**src/shared/lvdsrx_map.vh**
```
// Constants for the serialized panel receiver
`ifndef LVDSRX_MAP_VH
`define LVDSRX_MAP_VH
`define LVDSRX_H_ACTIVE      10'd800
`define LVDSRX_V_ACTIVE      9'd480
`define LVDSRX_H_LAST        10'd799
`define LVDSRX_V_LAST        9'd479
`define LVDSRX_COLOR_BITS    8
`define LVDSRX_SLOTS         7
`define LVDSRX_SLOT_HSYNC    4
`define LVDSRX_SLOT_VSYNC    5
`define LVDSRX_SLOT_DE       6
`define LVDSRX_START_FALLS   4'd9
`define LVDSRX_OFF_PERIODS   4'd7
`define LVDSRX_POWER_ON_MS   20
`define LVDSRX_CLK_HZ        25000000
// 20 ms of 25 MHz clock cycles
`define LVDSRX_POWER_ON_CYC  20'd500000
`define LVDSRX_FIFO_DEPTH    16
`define LVDSRX_FIFO_AW       4
`endif
```
**src/core/lvdsrx_fifo.v**
```verilog
// Pixel FIFO with registered read data
`timescale 1ns/1ps
`default_nettype none
module lvdsrx_fifo #(
  parameter W     = 43,
  parameter DEPTH = 16,
  parameter AW    = 4
) (
  input  wire         clk,        // System clock
  input  wire         reset_n,    // Async reset, active low
  input  wire         in_valid,   // Write request
  output wire         in_ready,   // Space available
  input  wire [W-1:0] in_data,    // Write word
  output reg          out_valid,  // Read word valid
  input  wire         out_ready,  // Consumer takes word
  output reg  [W-1:0] out_data    // Read word
);
  localparam [AW:0] FULL = DEPTH;
  localparam [AW:0] ONE  = 1;
  localparam [AW-1:0] PTR_ONE = 1;

  reg [W-1:0]  mem [0:DEPTH-1];
  reg [AW-1:0] wr_ptr_q;
  reg [AW-1:0] rd_ptr_q;
  reg [AW:0]   cnt_q;
  wire         push;
  wire         pop;

  assign in_ready = (cnt_q != FULL);
  assign push     = in_valid & in_ready;
  // Refill the output register when the FIFO holds a word and the register is empty or being drained
  assign pop      = (cnt_q != {(AW+1){1'b0}}) & (~out_valid | out_ready);

  always @(posedge clk)
  begin
    if (push)
      mem[wr_ptr_q] <= in_data;
  end

  always @(posedge clk or negedge reset_n)
  begin
    if (!reset_n)
    begin
      wr_ptr_q  <= {AW{1'b0}};
      rd_ptr_q  <= {AW{1'b0}};
      cnt_q     <= {(AW+1){1'b0}};
      out_valid <= 1'b0;
      out_data  <= {W{1'b0}};
    end
    else
    begin
      if (push)
        wr_ptr_q <= wr_ptr_q + PTR_ONE;
      if (pop)
      begin
        rd_ptr_q <= rd_ptr_q + PTR_ONE;
        out_data <= mem[rd_ptr_q];
      end
      if (push & ~pop)
        cnt_q <= cnt_q + ONE;
      else if (pop & ~push)
        cnt_q <= cnt_q - ONE;
      if (pop)
        out_valid <= 1'b1;
      else if (out_ready)
        out_valid <= 1'b0;
    end
  end
endmodule // lvdsrx_fifo
`default_nettype wire

```
**src/core/lvdsrx_top.v**
```verilog
// Serialized-link pixel receiver feeding an 800x480 panel
`timescale 1ns/1ps
`default_nettype none
`include "lvdsrx_map.vh"
module lvdsrx_top #(
  parameter        HS_ACTIVE_HIGH = 0,
  parameter        VS_ACTIVE_HIGH = 0,
  parameter        DE_ACTIVE_HIGH = 1,
  parameter [19:0] POWER_ON_CYCLES = `LVDSRX_POWER_ON_CYC,
  parameter        FIFO_DEPTH     = `LVDSRX_FIFO_DEPTH,
  parameter        FIFO_AW        = `LVDSRX_FIFO_AW
) (
  input  wire       clk,                    // System clock, 25 MHz
  input  wire       reset_n,                // Async reset, active low
  input  wire       link_clk,               // Forwarded link clock
  input  wire [6:0] lane_a,                 // Lane a slots 0..6
  input  wire [6:0] lane_b,                 // Lane b slots 0..6
  input  wire [6:0] lane_c,                 // Lane c slots 0..6
  input  wire [6:0] lane_d,                 // Lane d slots 0..6
  input  wire       horizontal_scan_select, // 1 left to right, 0 mirrored
  input  wire       vertical_scan_select,   // 1 top to bottom, 0 flipped
  input  wire       power_down_request,     // High starts shutdown
  input  wire       panel_ready,            // Panel accepts a pixel
  output wire       panel_valid,            // Pixel on panel outputs valid
  output wire [7:0] panel_red,              // Red component
  output wire [7:0] panel_green,            // Green component
  output wire [7:0] panel_blue,             // Blue component
  output wire [9:0] panel_column,           // Scan-ordered column
  output wire [8:0] panel_row,              // Scan-ordered row
  output reg        display_on,             // Image shown
  output reg        shutdown_busy,          // Shutdown sequence running
  output reg        panel_off,              // Shutdown finished
  output reg        overflow                // Pulse: pixel dropped, FIFO full
);
  localparam [5:0] ST_WAIT  = 6'h01;
  localparam [5:0] ST_START = 6'h02;
  localparam [5:0] ST_RUN   = 6'h04;
  localparam [5:0] ST_ARM   = 6'h08;
  localparam [5:0] ST_SHUT  = 6'h10;
  localparam [5:0] ST_OFF   = 6'h20;
  localparam       NIN      = 32;
  localparam       FW       = 43;
  localparam [3:0] CNT_ONE  = 4'h1;
  localparam [9:0] X_ONE    = 10'h001;
  localparam [8:0] Y_ONE    = 9'h001;
  localparam [9:0] H_MAX    = `LVDSRX_H_ACTIVE;
  localparam [8:0] V_MAX    = `LVDSRX_V_ACTIVE;
  localparam [19:0] W_ONE   = 20'h00001;

  // Three-stage sampling of every input pin except clk, reset_n and panel_ready; a bit changes once stages two and three agree
  reg  [NIN-1:0] s1_q;
  reg  [NIN-1:0] s2_q;
  reg  [NIN-1:0] s3_q;
  reg  [NIN-1:0] filt_q;
  wire [NIN-1:0] pins;
  wire [NIN-1:0] filt_d;

  assign pins   = {power_down_request, vertical_scan_select, horizontal_scan_select,
                   link_clk, lane_d, lane_c, lane_b, lane_a};
  assign filt_d = (s3_q & ~(s2_q ^ s3_q)) | (filt_q & (s2_q ^ s3_q));

  always @(posedge clk or negedge reset_n)
  begin
    if (!reset_n)
    begin
      s1_q   <= {NIN{1'b0}};
      s2_q   <= {NIN{1'b0}};
      s3_q   <= {NIN{1'b0}};
      filt_q <= {NIN{1'b0}};
    end
    else
    begin
      s1_q <= pins;
      s2_q <= s1_q;
      s3_q <= s2_q;
      filt_q <= filt_d;
    end
  end

  wire [6:0] la = filt_q[6:0];
  wire [6:0] lb = filt_q[13:7];
  wire [6:0] lc = filt_q[20:14];
  wire [6:0] ld = filt_q[27:21];
  wire       lclk_f = filt_q[28];
  wire       hsel_f = filt_q[29];
  wire       vsel_f = filt_q[30];
  wire       pdr_f  = filt_q[31];

  // Data lanes are stable for a whole link period, so they are taken at the clock's rise
  reg        lclk_prev_q;
  wire       link_rise = lclk_f & ~lclk_prev_q;
  wire [7:0] red   = {la[5:0], ld[1], ld[0]};
  wire [7:0] green = {lb[4:0], la[6], ld[3], ld[2]};
  wire [7:0] blue  = {lc[3:0], lb[6], lb[5], ld[5], ld[4]};
  wire       vs_raw = lc[`LVDSRX_SLOT_VSYNC];
  wire       de_act = (lc[`LVDSRX_SLOT_DE] == (DE_ACTIVE_HIGH != 0));
  wire       vs_act = (vs_raw == (VS_ACTIVE_HIGH != 0));
  wire       hs_act = (lc[`LVDSRX_SLOT_HSYNC] == (HS_ACTIVE_HIGH != 0));

  reg        vs_raw_q;
  reg        vs_act_q;
  reg        de_q;
  reg  [9:0] x_q;
  reg  [8:0] y_q;
  reg  [5:0] state_q;
  reg  [3:0] cnt_q;
  reg  [19:0] wait_q;
  wire       vs_fall  = link_rise & vs_raw_q & ~vs_raw;
  wire       showing  = (state_q == ST_RUN) | (state_q == ST_ARM) | (state_q == ST_SHUT);
  wire       in_frame = (x_q < H_MAX) & (y_q < V_MAX);
  wire       pix_stb  = link_rise & de_act & showing & in_frame;
  wire [9:0] col = hsel_f ? x_q : (`LVDSRX_H_LAST - x_q);
  wire [8:0] row = vsel_f ? y_q : (`LVDSRX_V_LAST - y_q);
  wire       fifo_ready;

  always @(posedge clk or negedge reset_n)
  begin
    if (!reset_n)
    begin
      lclk_prev_q <= 1'b0;
      vs_raw_q    <= 1'b0;
      vs_act_q    <= 1'b0;
      de_q        <= 1'b0;
      x_q         <= 10'h000;
      y_q         <= 9'h000;
    end
    else
    begin
      lclk_prev_q <= lclk_f;
      if (link_rise)
      begin
        vs_raw_q <= vs_raw;
        vs_act_q <= vs_act;
        de_q     <= de_act;
        // Column counts enabled pixels; a line ends when enable drops
        if (de_act)
          x_q <= x_q + X_ONE;
        else
          x_q <= 10'h000;
        if (vs_act & ~vs_act_q)
          y_q <= 9'h000;
        else if (de_q & ~de_act)
          y_q <= y_q + Y_ONE;
      end
    end
  end

  // Sequencer: start-up blanking, run, shutdown; request ignored before run
  always @(posedge clk or negedge reset_n)
  begin
    if (!reset_n)
    begin
      state_q       <= ST_WAIT;
      cnt_q         <= 4'h0;
      wait_q        <= 20'h00000;
      display_on    <= 1'b0;
      shutdown_busy <= 1'b0;
      panel_off     <= 1'b0;
    end
    else
    begin
      case (state_q)
        ST_WAIT:
        begin
          if (wait_q >= POWER_ON_CYCLES - W_ONE)
            state_q <= ST_START;
          else
            wait_q <= wait_q + W_ONE;
          cnt_q <= 4'h0;
        end
        ST_START:
        begin
          if (vs_fall)
          begin
            cnt_q <= cnt_q + CNT_ONE;
            if (cnt_q == `LVDSRX_START_FALLS - CNT_ONE)
              state_q <= ST_RUN;
          end
        end
        ST_RUN:
        begin
          if (pdr_f)
            state_q <= ST_ARM;
        end
        ST_ARM:
        begin
          cnt_q <= 4'h0;
          if (vs_fall)
            state_q <= ST_SHUT;
        end
        ST_SHUT:
        begin
          if (vs_fall)
          begin
            cnt_q <= cnt_q + CNT_ONE;
            if (cnt_q == `LVDSRX_OFF_PERIODS - CNT_ONE)
              state_q <= ST_OFF;
          end
        end
        ST_OFF:
        begin
          cnt_q <= 4'h0;
          // A released request restarts the start-up count
          if (!pdr_f)
            state_q <= ST_START;
        end
        default:
        begin
          state_q <= ST_WAIT;
          cnt_q   <= 4'h0;
        end
      endcase
      display_on    <= showing;
      shutdown_busy <= (state_q == ST_SHUT);
      panel_off     <= (state_q == ST_OFF);
    end
  end

  // A full FIFO drops the pixel rather than stall: the link cannot be held back
  always @(posedge clk or negedge reset_n)
  begin
    if (!reset_n)
      overflow <= 1'b0;
    else
      overflow <= pix_stb & ~fifo_ready;
  end

  wire [FW-1:0] fifo_out;
  assign panel_red    = fifo_out[42:35];
  assign panel_green  = fifo_out[34:27];
  assign panel_blue   = fifo_out[26:19];
  assign panel_column = fifo_out[18:9];
  assign panel_row    = fifo_out[8:0];

  lvdsrx_fifo #(
    .W     (FW),
    .DEPTH (FIFO_DEPTH),
    .AW    (FIFO_AW)
  ) u_fifo (
    .clk       (clk),
    .reset_n   (reset_n),
    .in_valid  (pix_stb),
    .in_ready  (fifo_ready),
    .in_data   ({red, green, blue, col, row}),
    .out_valid (panel_valid),
    .out_ready (panel_ready),
    .out_data  (fifo_out)
  );

  wire unused_ok = hs_act;
endmodule // lvdsrx_top
`default_nettype wire

```
**config.mk**
```make
export PLATFORM = sky130hd
export DESIGN_NAME = lvdsrx_top
export DESIGN_NICKNAME = d
export VERILOG_FILES = /design/src/core/lvdsrx_fifo.v /design/src/core/lvdsrx_top.v
export VERILOG_INCLUDE_DIRS = /design/src /design/src/shared
export SDC_FILE = /design/constraint.sdc
export NUM_CORES = 1
export LEC_CHECK = 0
export ABC_AREA = 1
export ABC_CLOCK_PERIOD_IN_PS = 5800
export BUFFER_PORTS_ARGS = -buffer_cell sky130_fd_sc_hd__clkbuf_2
export CAP_MARGIN = 20
export CELL_PAD_IN_SITES_DETAIL_PLACEMENT = 1
export CELL_PAD_IN_SITES_GLOBAL_PLACEMENT = 2
export CORE_AREA = 2 2 384 386
export CTS_CLUSTER_DIAMETER = 40
export DETAILED_ROUTE_END_ITERATION = 8
export DIE_AREA = 0 0 386 388
export MAX_ROUTING_LAYER = met4
export PLACE_DENSITY_LB_ADDON = 0.1
export SLEW_MARGIN = 20
export SYNTH_ARGS = -nofsm -noshare
export SYNTH_HDL_FRONTEND = slang
export SYNTH_SLANG_ARGS = --single-unit
```
**constraint.sdc**
```tcl
create_clock -name clk -period 5.8 [get_ports clk]
set_clock_uncertainty 0.15 [all_clocks]
set_input_delay 0.58 -clock clk [delete_from_list [all_inputs] [get_ports clk]]
set_output_delay 0.58 -clock clk [all_outputs]
set_load 0.02 [all_outputs]
```
== Word level (Yosys, flattened, before mapping) ==
Memory sizes are Yosys's and may differ from the RTL's. A register that Yosys moved wholly into a read port is not among the register bits.
Cells that the tools add are included.
W data, S select, Z words.

* Bits in registers: 199
* Bits in writable memories: 688
* Input port bits: 35
* Word-level logic and storage cells: 117
* Memories kept: 1

{| class="wikitable"
|+ Memory list
! memory !! words !! width !! read ports !! clocked after memory_dff !! write ports !! line !! RTL
|-
| u_fifo.mem || 16 || 43 || 1 || 1 || 1 || lvdsrx_fifo.v:22 || <nowiki>reg [W-1:0] mem [0:DEPTH-1];</nowiki>
|}

* $add $sub $neg: 10
* Order comparisons: 3
* Equality and inequality tests: 18
* Mux-type cells: 22
* Bitwise logic cells: 32
* Reduce and logical (&&, ||, !) cells: 10

{| class="wikitable"
|+ Operators by type and width
! operator !! count
|-
| $and A32 B32 Y32 || 2
|-
| $mux W6 || 8
|-
| $pmux W6 S6 || 1
|-
| $not A32 Y32 || 1
|-
| $or A32 B32 Y32 || 1
|-
| $xor A32 B32 Y32 || 1
|-
| $mux W9 || 3
|-
| $add A20 B1 Y20 const B || 1
|-
| $ge A20 B19 Y1 const B || 1
|-
| $mux W10 || 2
|-
| $and A1 B1 Y1 || 14
|-
| $ne A2 B2 Y1 const B || 7
|-
| $add A4 B1 Y4 const B || 3
|-
| $add A10 B1 Y10 const B || 1
|-
| $lt A10 B10 Y1 const B || 1
|-
| $mux W5 || 2
|-
| $not A1 Y1 || 10
|-
| $sub A10 B10 Y10 const A || 1
|-
| $add A9 B1 Y9 const B || 1
|-
| $lt A9 B9 Y1 const B || 1
|-
| $sub A9 B9 Y9 const A || 1
|-
| $pmux W4 S2 || 1
|-
| $reduce_and A8 Y1 || 1
|-
| $eq A6 B1 Y1 const B || 1
|-
| 19 further kinds || 29
|}

== Logic depth before layout (Yosys ltp) ==
Gate-level depths: netlist of run 1.

* Depth in word-level cells: 10
* Mapped depth: 17

== Hierarchy ==
A second synthesis of run 1 with hierarchy kept.

* Cells, all modules: 3152
* Area, all modules: 36616.4 um2

{| class="wikitable"
|+ By module, submodules not included
! module !! times used !! cells each !! area an instance (um2) !! seq. area each (um2)
|-
| lvdsrx_fifo || 1 || 2553 || 29919.9 || 22086.2
|-
| lvdsrx_top || 1 || 599 || 6696.4 || 4430.5
|}

== Least setup slack after synthesis of run 1 ==
Ideal clock, no wire load.

* Kind: reg-to-reg
* Start: reg y_q[5]
* End: mem u_fifo.mem[11][0] (enable)
* Arrival time: 4.124 ns
* Required time: 5.153 ns
* Path slack: 1.029 ns
* Cell stages (with the launch flop): 7
* Clock period less this slack: 4.771 ns
* Cells stage by stage: dfrtp_1 > ha_1 > nand3_1 > nand2_1 > nor2_2 > nand3_2 > nor3_1

* Longest elaborated chain between the ends: 6

{| class="wikitable"
|+ Ends and longest elaborated chain
! element !! line !! RTL
|-
| start, declared || lvdsrx_top.v:104 || <nowiki>reg [8:0] y_q;</nowiki>
|-
| start signal, assigned || lvdsrx_top.v:143 || <nowiki>y_q <= y_q + Y_ONE;</nowiki>
|-
| $lt A9 B9 Y1 || lvdsrx_top.v:110 || <nowiki>wire in_frame = (x_q < H_MAX) & (y_q < V_MAX);</nowiki>
|-
| $and A1 B1 Y1 || lvdsrx_top.v:110 ||
|-
| $and A1 B1 Y1 || lvdsrx_top.v:111 || <nowiki>wire pix_stb = link_rise & de_act & showing & in_frame;</nowiki>
|-
| $and A1 B1 Y1 || lvdsrx_fifo.v:30 || <nowiki>assign push = in_valid & in_ready;</nowiki>
|-
| $mux W1 || lvdsrx_fifo.v:36 || <nowiki>if (push)</nowiki>
|-
| $mux W1 (implied by the code) || lvdsrx_fifo.v:37 || <nowiki>mem[wr_ptr_q] <= in_data;</nowiki>
|-
| end, declared || lvdsrx_fifo.v:22 ||
|}

No other way between the ends.

== Worst setup path in the final report of run 1 ==
* Start: reg y_q[5]
* End: mem u_fifo.mem[15][39] (enable)

* Longest elaborated chain between the ends: 6

{| class="wikitable"
|+ Ends and longest elaborated chain
! element !! line !! RTL
|-
| $lt A9 B9 Y1 || lvdsrx_top.v:110 ||
|-
| $and A1 B1 Y1 || lvdsrx_top.v:110 ||
|-
| $and A1 B1 Y1 || lvdsrx_top.v:111 ||
|-
| $and A1 B1 Y1 || lvdsrx_fifo.v:30 ||
|-
| named net u_fifo.push || lvdsrx_fifo.v:26 || <nowiki>wire push;</nowiki>
|-
| $mux W1 || lvdsrx_fifo.v:36 ||
|-
| $mux W1 (implied by the code) || lvdsrx_fifo.v:37 ||
|}

The timed path passes the listed nets, and every way through them passes these cells.

==> key figures, run 1 <==
Timing
  – Worst Tran Pin Value: 1.07 ns
  – Hold Vio Cnt, Final: 0
  – Pins Over Slew Limit: 0
  – Tcrit/Tclk final: 67.1%
  – Rel. slew slack: 28.6%
  – Final setup fails: 0
  – Worst hold slack: 0.124 ns
  – Final min period: a little under 4 ns
  – Fmax: 257 MHz
  – Setup TNS: 0 ns
  – RSZ-0062 raised after global routing: no

Clock network
  – CTS tree: built
  – CTS buffer count: 182
  – # clock sinks: approximately 920
  – Worst-skew pair later-pin latency: 0.78 ns
  – Clock-pin slew on the worst setup and hold paths: 0.04 ns
  – Post-cts sizing count: 0
  – Root Buffer: clkbuf_16
  – CTS H-tree lvls: 4
  – Clk buf depth: 3

Power and ir drop
  – Pwr dens: around 530 nW/µm²
  – Leakage Power: 17.4 nW
  – VDD IR-drop max: 0.000344 V

Min path
  – Worst min path class: in -> async

Synthesis
  – Mux cell area share after synthesis: 0%
  – Post-synth top flop: edfxtp_1
  – Syn_area_per_cell: 11.9 µm²
  – Synth Area in Adders: about 1.5%
  – Synth area leaders: edfxtp_1, dfrtp_1, nand2_1
  – Top-area cell type share of the netlist area: 57.1%
  – Post-synthesis xor/xnor area fraction: under 10%
  – Synthesis warning total: 0
  – Cell Area, Synth: roughly 36000 µm²
  – Syn nets: between 3000 and 4000
  – Simple-gate share of the synthesized area: between 10% and 20%
  – Fraction of registers with async set/reset: ~25%
  – Cells after synthesis: between 3000 and 4000
  – Compound-gate portion of the synthesized area: 2.16%
  – Synth Register Bits: 922
  – Most area-hungry cell type in the Yosys netlist: edfxtp_1
  – Synth cell types: 41
  – Sequential area share after synthesis: 73.2%
  – EDFF count, synth: 688
  – Largest family of logic cells by synthesized area: simple AND/OR/NAND/NOR gates

Floorplan
  – Die Y: 388 µm
  – Die Area: 150000 µm²
  – Initial Util: 24.9%
  – Core area: 145000 µm²
  – Die X: 386 µm
  – Placement Rows: 140
  – Num ports: 83

Route
  – DR vias/cell: 4.50
  – Wire per inst: 21.4 µm
  – DRC violation count after routing: 0
  – Via Count: 23900
  – Router iterations before antenna repair: 4
  – 1st-iter DRT viols: around 1100
  – Antenna viol nets, final: 0
  – Final wirelength: 114 mm

Setup path
  – CP arrival: ~4.1 ns
  – Critical Path RT: 6.04 ns
  – CP Max Fanout: 29
  – Setup CP Type: reg -> reg
  – Crit end category: flop
  – CP startpoint kind: flop

Placement
  – Input/output buffers: 80
  – GP Congestion: around 0.7
  – HPWL Detailed: ~60 mm

Global route
  – GRT Overall Usage: 15.9%
  – Largest net degree at the start of global routing: 175
  – First-pass GRT wire length: 171 mm
  – Initial antenna violation count: 1
  – Vias in the first global route: around 26000
  – Total gr overflow: 0

Cells and area
  – Final Net Count: between 3000 and 4000
  – Share of post-route cells with drive strength above 1: 14.2%
  – Ant. Diodes: 0
  – Area delta synth->final: 26.3%
  – Commonest non-fill, non-tap cells in the layout: nand2_1, edfxtp_1, nand3_1, dfrtp_1, clkbuf_16
  – Most common cell after layout, fill and taps aside: nand2_1

Status
  – Outcome: finished, final reports clean

Run
  – Max-cap viol count: 0
==> metrics by stage <==
stage	power (W)	cells	setup WS [ns]	util, %	instance area (µm²)
CTS	0.0246	5314	1.73	31.5	45700
global route	0.0254	5314	1.62	31.5	45700
detailed placement	0.0135	4938	1.75	26.8	39000
finish	0.0241	5314	1.91	31.5	45700
floorplan	0.0114	3042	1.03	-	36200
global placement	0.0134	4938	1.92	26.8	39000
==> cells by family after synthesis <==
kind of cell    count (synthesis)
simple gates                 1646
compound gates                150
flops                         922
fa+ha+maj                      49
xor+xnor                       42
buf+inv                       233
==> cell usage after synthesis, types with 2 or more instances <==
master / instances
a21oi_1: 101
o21a_1: 2
nor3_1: 5
clkbuf_1: 41
o21bai_1: 2
o22ai_1: 6
dfrtp_1: 233
nor2_1: 108
nand3b_1: 3
o21ai_0: 26
nand2_2: 5
o21ai_1: 8
inv_2: 4
buf_1: 24
nand2_1: 948
buf_4: 5
nand3_1: 557
nand4_1: 4
buf_2: 89
maj3_1: 30
xor2_1: 24
nand3_2: 5
nor2_2: 6
o31ai_1: 2
ha_1: 18
inv_1: 67
xnor2_1: 18
edfxtp_1: 688
==> worst paths after layout <==
kind	end	slack [ns]	cells after the start	from
worst max-delay path	u_fifo.mem[15][39]	1.91	9	y_q[5]
min in group clk	s2_q[3]	0.19	0	s1_q[3]
worst min-delay path	s1_q[4]	0.12	2	reset_n
max in group asynchronous	u_fifo.rd_ptr_q[2]	4.25	3	reset_n
worst min register to register	s2_q[3]	0.19	0	s1_q[3]
worst max register to register	u_fifo.mem[15][39]	1.91	9	y_q[5]
==> cell type report <==
cell class	count	area, µm²
Multi-Input combinational cell	1887	8830
Fill cell	15500	99500
Sequential cell	922	26500
Tap cell	1917	2400
Timing Repair Buffer	170	1250
Clock buffer	223	4920
Inverter	74	307
Clock inverter	121	1500
==> power by group <==
| part | leakage (nW) | switching, W | internal [W] |
|---|---|---|---|
| clock network | 3.08 | 0.00356 | 0.00734 |
| registers | 9.18 | 0.000548 | 0.00754 |
| logic | 5.17 | 0.00365 | 0.00144 |
| total | 17.4 | 0.00776 | 0.0163 |
==> critical path: stages, from the launching register on <==
cell,delay (ns)
dfrtp_1,0.62
ha_1,0.37
nand3_1,0.16
nand2_1,0.11
nor2_2,0.27
nand3_2,0.23
clkinv_4,0.15
nand3_2,0.13
nor2_4,0.62
buf_4,0.66
==> registers in the layout, indices dropped and copies added (netlist names), 4 cells and up, named ones only <==
| register | cells |
|---|---|
| s1_q | 30 |
| s2_q | 30 |
| wait_q | 20 |
| cnt_q | 4 |
| u_fifo.cnt_q | 5 |
| u_fifo.wr_ptr_q | 4 |
| u_fifo.rd_ptr_q | 4 |
| u_fifo.mem | 688 |
| x_q | 10 |
| state_q | 6 |
| y_q | 9 |
| u_fifo.out_data | 43 |
| s3_q | 30 |
==> timing repair <==
action | in CTS | in global routing
buffers inserted | 0 | 0
endpoints found under the hold margin | 68 | 0
hold buffers | 32 | 0
==> metal layers <==
metal  part of all wire (%)  routed length (µm)  vias to the layer above  global-route usage [%]
li1                       -                   -                    11000                       -
met1                     45               51600                    12300                    20.0
met2                     49               55300                      376                    26.0
met3                    3.6                4130                      212                    2.91
met4                    2.4                2790                        0                    5.02
met5                      0                   0                        -                       -
Note: power is estimated with default switching activity, not from simulation.
==> run 2: changes to the inputs <==
--- a/config.mk
+++ b/config.mk
@@ -7,7 +7,7 @@
 export NUM_CORES = 1
 export LEC_CHECK = 0
 export ABC_AREA = 1
-export ABC_CLOCK_PERIOD_IN_PS = 5800
+export ABC_CLOCK_PERIOD_IN_PS = 3200
 export BUFFER_PORTS_ARGS = -buffer_cell sky130_fd_sc_hd__clkbuf_2
 export CAP_MARGIN = 20
 export CELL_PAD_IN_SITES_DETAIL_PLACEMENT = 1
==> constraint.sdc (replaced) <==
create_clock -name clk -period 3.2 [get_ports clk]
set_clock_uncertainty 0.15 [all_clocks]
set_input_delay 0.32 -clock clk [delete_from_list [all_inputs] [get_ports clk]]
set_output_delay 0.32 -clock clk [all_outputs]
set_load 0.02 [all_outputs]
==> run 2 against run 1 <==
Critical path type unchanged. Clock power up 79%. Total power increased by 82%. Die area stayed put. Largest power group unchanged. Non-clock buffer count up 48. Sequential share of layout area decreased by 0.83 points.
==> key figures, run 2 (same netlist as run 1, synthesis figures left out) <==
Status
  – Outcome: finished, final reports clean

Global route
  – Vias in the first global route: 26400 (-0.030%)
  – Largest net degree at the start of global routing: 135 (-23%)
  – Total gr overflow: 0 (unchanged)
  – First-pass GRT wire length: 171 mm (+0.38%)
  – GRT Overall Usage: 15.8% (-0.090 points)
  – Initial antenna violation count: 0 (-1)

Cells and area
  – Largest reg by FF count: u_fifo.mem
  – Most common cell after layout, fill and taps aside: nand2_1
  – Fin area: 46400 µm² (+1.4%)
  – Final Net Count: 3335 (+1.3%)
  – Commonest non-fill, non-tap cells in the layout: nand2_1, edfxtp_1, nand3_1, dfrtp_1, clkbuf_16
  – Fill cells: 15500 (+0.058%)
  – Final Core Density: 32.0% (+0.45 points)
  – Ant. Diodes: 0 (unchanged)
  – Largest registers: u_fifo.mem (688), u_fifo.out_data (43)
  – Max reg flops: 688 (unchanged)
  – Share of post-route cells with drive strength above 1: 14.9% (+0.70 points)
  – Area delta synth->final: 28.1%

Timing
  – Final setup fails: 0 (unchanged)
  – Final min period: 2.88 ns (-1.01 ns)
  – Fmax: 347 MHz (+35%)
  – Worst hold slack: 0.0387 ns (-0.0849 ns)
  – Worst Tran Pin Value: 1.14 ns (+0.0687 ns)
  – Final Worst Setup Slack: 0.321 ns (-1.59 ns)
  – Hold Vio Cnt, Final: 0 (unchanged)
  – RSZ-0062 raised after global routing: no
  – Rel. slew slack: 23.6% (-5.0 points)
  – Tcrit/Tclk final: 90.0% (+23 points)
  – Pins Over Slew Limit: 0 (unchanged)

Floorplan
  – Num ports: 83 (unchanged)
  – Placement Rows: 140 (unchanged)
  – Die Y: 388 µm (unchanged)
  – Initial Util: 24.9% (unchanged)
  – Die Area: 150000 µm² (unchanged)
  – Core area: 145000 µm² (unchanged)
  – Die X: 386 µm (unchanged)

Placement
  – HPWL Detailed: 60.1 mm (+2.5%)
  – Placed instance area: 39500 µm² (+1.4%)
  – Pre-CTS setup slack: 0.266 ns (-1.48 ns)
  – Input/output buffers: 80 (unchanged)
  – GP Congestion: 0.713 (+1.4%)

Clock network
  – CTS H-tree lvls: 4 (unchanged)
  – Clock-pin slew on the worst setup and hold paths: 0.05 ns (about the same)
  – Post-CTS Setup Bufs: 0 (unchanged)
  – # clock sinks: 922 (unchanged)
  – Worst-skew pair later-pin latency: 0.77 ns (about the same)
  – Clk buf depth: 3 (unchanged)
  – Root Buffer: clkbuf_16
  – CTS buffer count: 178 (-2.2%)
  – CTS tree: built

Setup path
  – Reg-to-Reg End: u_fifo.cnt_q[4]
  – Crit path buf inv count: 3 (+1)
  – CP Max Fanout: 4 (-86%)
  – CP most frequent cell: nand2_1
  – Critical Path RT: 3.75 ns (-2.29 ns)
  – Max incr delay on CP: 0.45 ns (-0.21 ns)
  – Crit end category: flop
  – Reg2Reg Depth: 16 (+7)
  – CP arrival: 3.43 ns (-0.71 ns)
  – Setup CP Type: reg -> reg
  – CP cell instances: nor2_2 > nand2_1 > nor2_1 > inv_1 > nand3_2 > nand3_2 > clkinv_4 > ha_1 > inv_1 > fa_1 > nand2_1 > nand2_1 > a21oi_1 > xor2_1 > nand2_1 > nand2_1
  – R2R Setup Slk: 0.32 ns (-1.59 ns)
  – FF-to-FF Start: state_q[1]
  – CP startpoint kind: flop
  – Slowest CP cell: fa_1
  – Worst path top cell family by delay: simple AND/OR/NAND/NOR gates

Route
  – 1st-iter DRT viols: 984 (-7.3%)
  – DRC violation count after routing: 0 (unchanged)
  – Via Count: 24000 (+0.15%)
  – Antenna viol nets, final: 0 (unchanged)
  – Router iterations before antenna repair: 5 (+1)
  – Final wirelength: 113 mm (-0.33%)
  – Wire per inst: 21.2 µm (-1.0%)
  – DR vias/cell: 4.48 (-0.53%)

Min path
  – Worst min path class: in -> async

Power and ir drop
  – Pwr dens: 946 nW/µm² (+80%)
  – Leakage Power: 17.8 nW (+1.8%)
  – VDD IR-drop max: 0.000850 V (+150%)

Run
  – Max-cap viol count: 0 (unchanged)
## run 2: cell count changes in the layout (fill, tap and decap cells not counted), sizes merged
| cell | before | now |
|---|---|---|
| buf | 59 | 85 |
| bufinv | 30 | 28 |
| clkbuf | 302 | 293 |
| clkinv | 67 | 61 |
| clkinvlp | 18 | 12 |
| dlygate4sd3 | 32 | 54 |
| inv | 80 | 91 |
## run 2: worst register-to-register path, stage by stage, from the launching register on
cell and delay [ns]:
dfrtp_1 0.42, nor2_2 0.20, nand2_1 0.09, nor2_1 0.20, inv_1 0.08, nand3_2 0.13
nand3_2 0.13, clkinv_4 0.08, ha_1 0.18, inv_1 0.12, fa_1 0.45, nand2_1 0.10
nand2_1 0.06, a21oi_1 0.15, xor2_1 0.16, nand2_1 0.06, nand2_1 0.05
## run 2: layout make-up
type / instances / area, µm² / share of cell area (%)
well taps: 1917 / 2400 / 5.17
inverters: 74 / 298 / 0.642
multi-input cells: 1887 / 8850 / 19.1
clock buffers: 214 / 4810 / 10.4
flip-flops and latches: 922 / 26500 / 57.2
clock inverters: 118 / 1500 / 3.22
repair buffers: 218 / 2020 / 4.35
## run 2: worst max path at each step
stage	start	end	slack [ns]	cells past startpoint
6_report	state_q[1]	u_fifo.cnt_q[4]	0.32	16
2_1_floorplan	y_q[5]	u_fifo.mem[0][0]	-0.55	8
3_3_place_gp	state_q[4]	u_fifo.cnt_q[4]	0.28	16
5_1_grt	state_q[1]	u_fifo.cnt_q[4]	0.0004	16
4_1_cts	state_q[1]	u_fifo.cnt_q[4]	0.22	16
3_5_place_dp	state_q[1]	u_fifo.cnt_q[4]	0.27	16
## run 2: per-layer routing
layer / GRT usage [%] / share of wire, % / up-vias
met5: - / 0 / -
met4: 5.18 / 2.7 / 0
met3: 2.92 / 3.4 / 222
met2: 25.9 / 49 / 333
met1: 19.7 / 45 / 12300
li1: - / - / 11100
## run 2: repair_timing
item / 4_1_cts / 5_1_grt
endpoints found under the hold margin: 189 / 0
resized for setup: 0 / 2
hold buffers: 54 / 0
endpoints found under the setup margin: 0 / 2
## run 2: power breakdown
part           total, W  switching (W)  internal, W
clock            0.0195        0.00652       0.0130
combinational    0.0100        0.00718      0.00287
sequential       0.0143       0.000639       0.0137
## run 2: through the flow
stage / instances / TNS, ns / total power [W]
6_report: 5350 / 0 / 0.0439
5_1_grt: 5350 / 0 / 0.0464
4_1_cts: 5350 / 0 / 0.0448
3_5_place_dp: 4964 / 0 / 0.0249
3_3_place_gp: 4964 / 0 / 0.0247
2_1_floorplan: 3042 / -297.10 / 0.0206
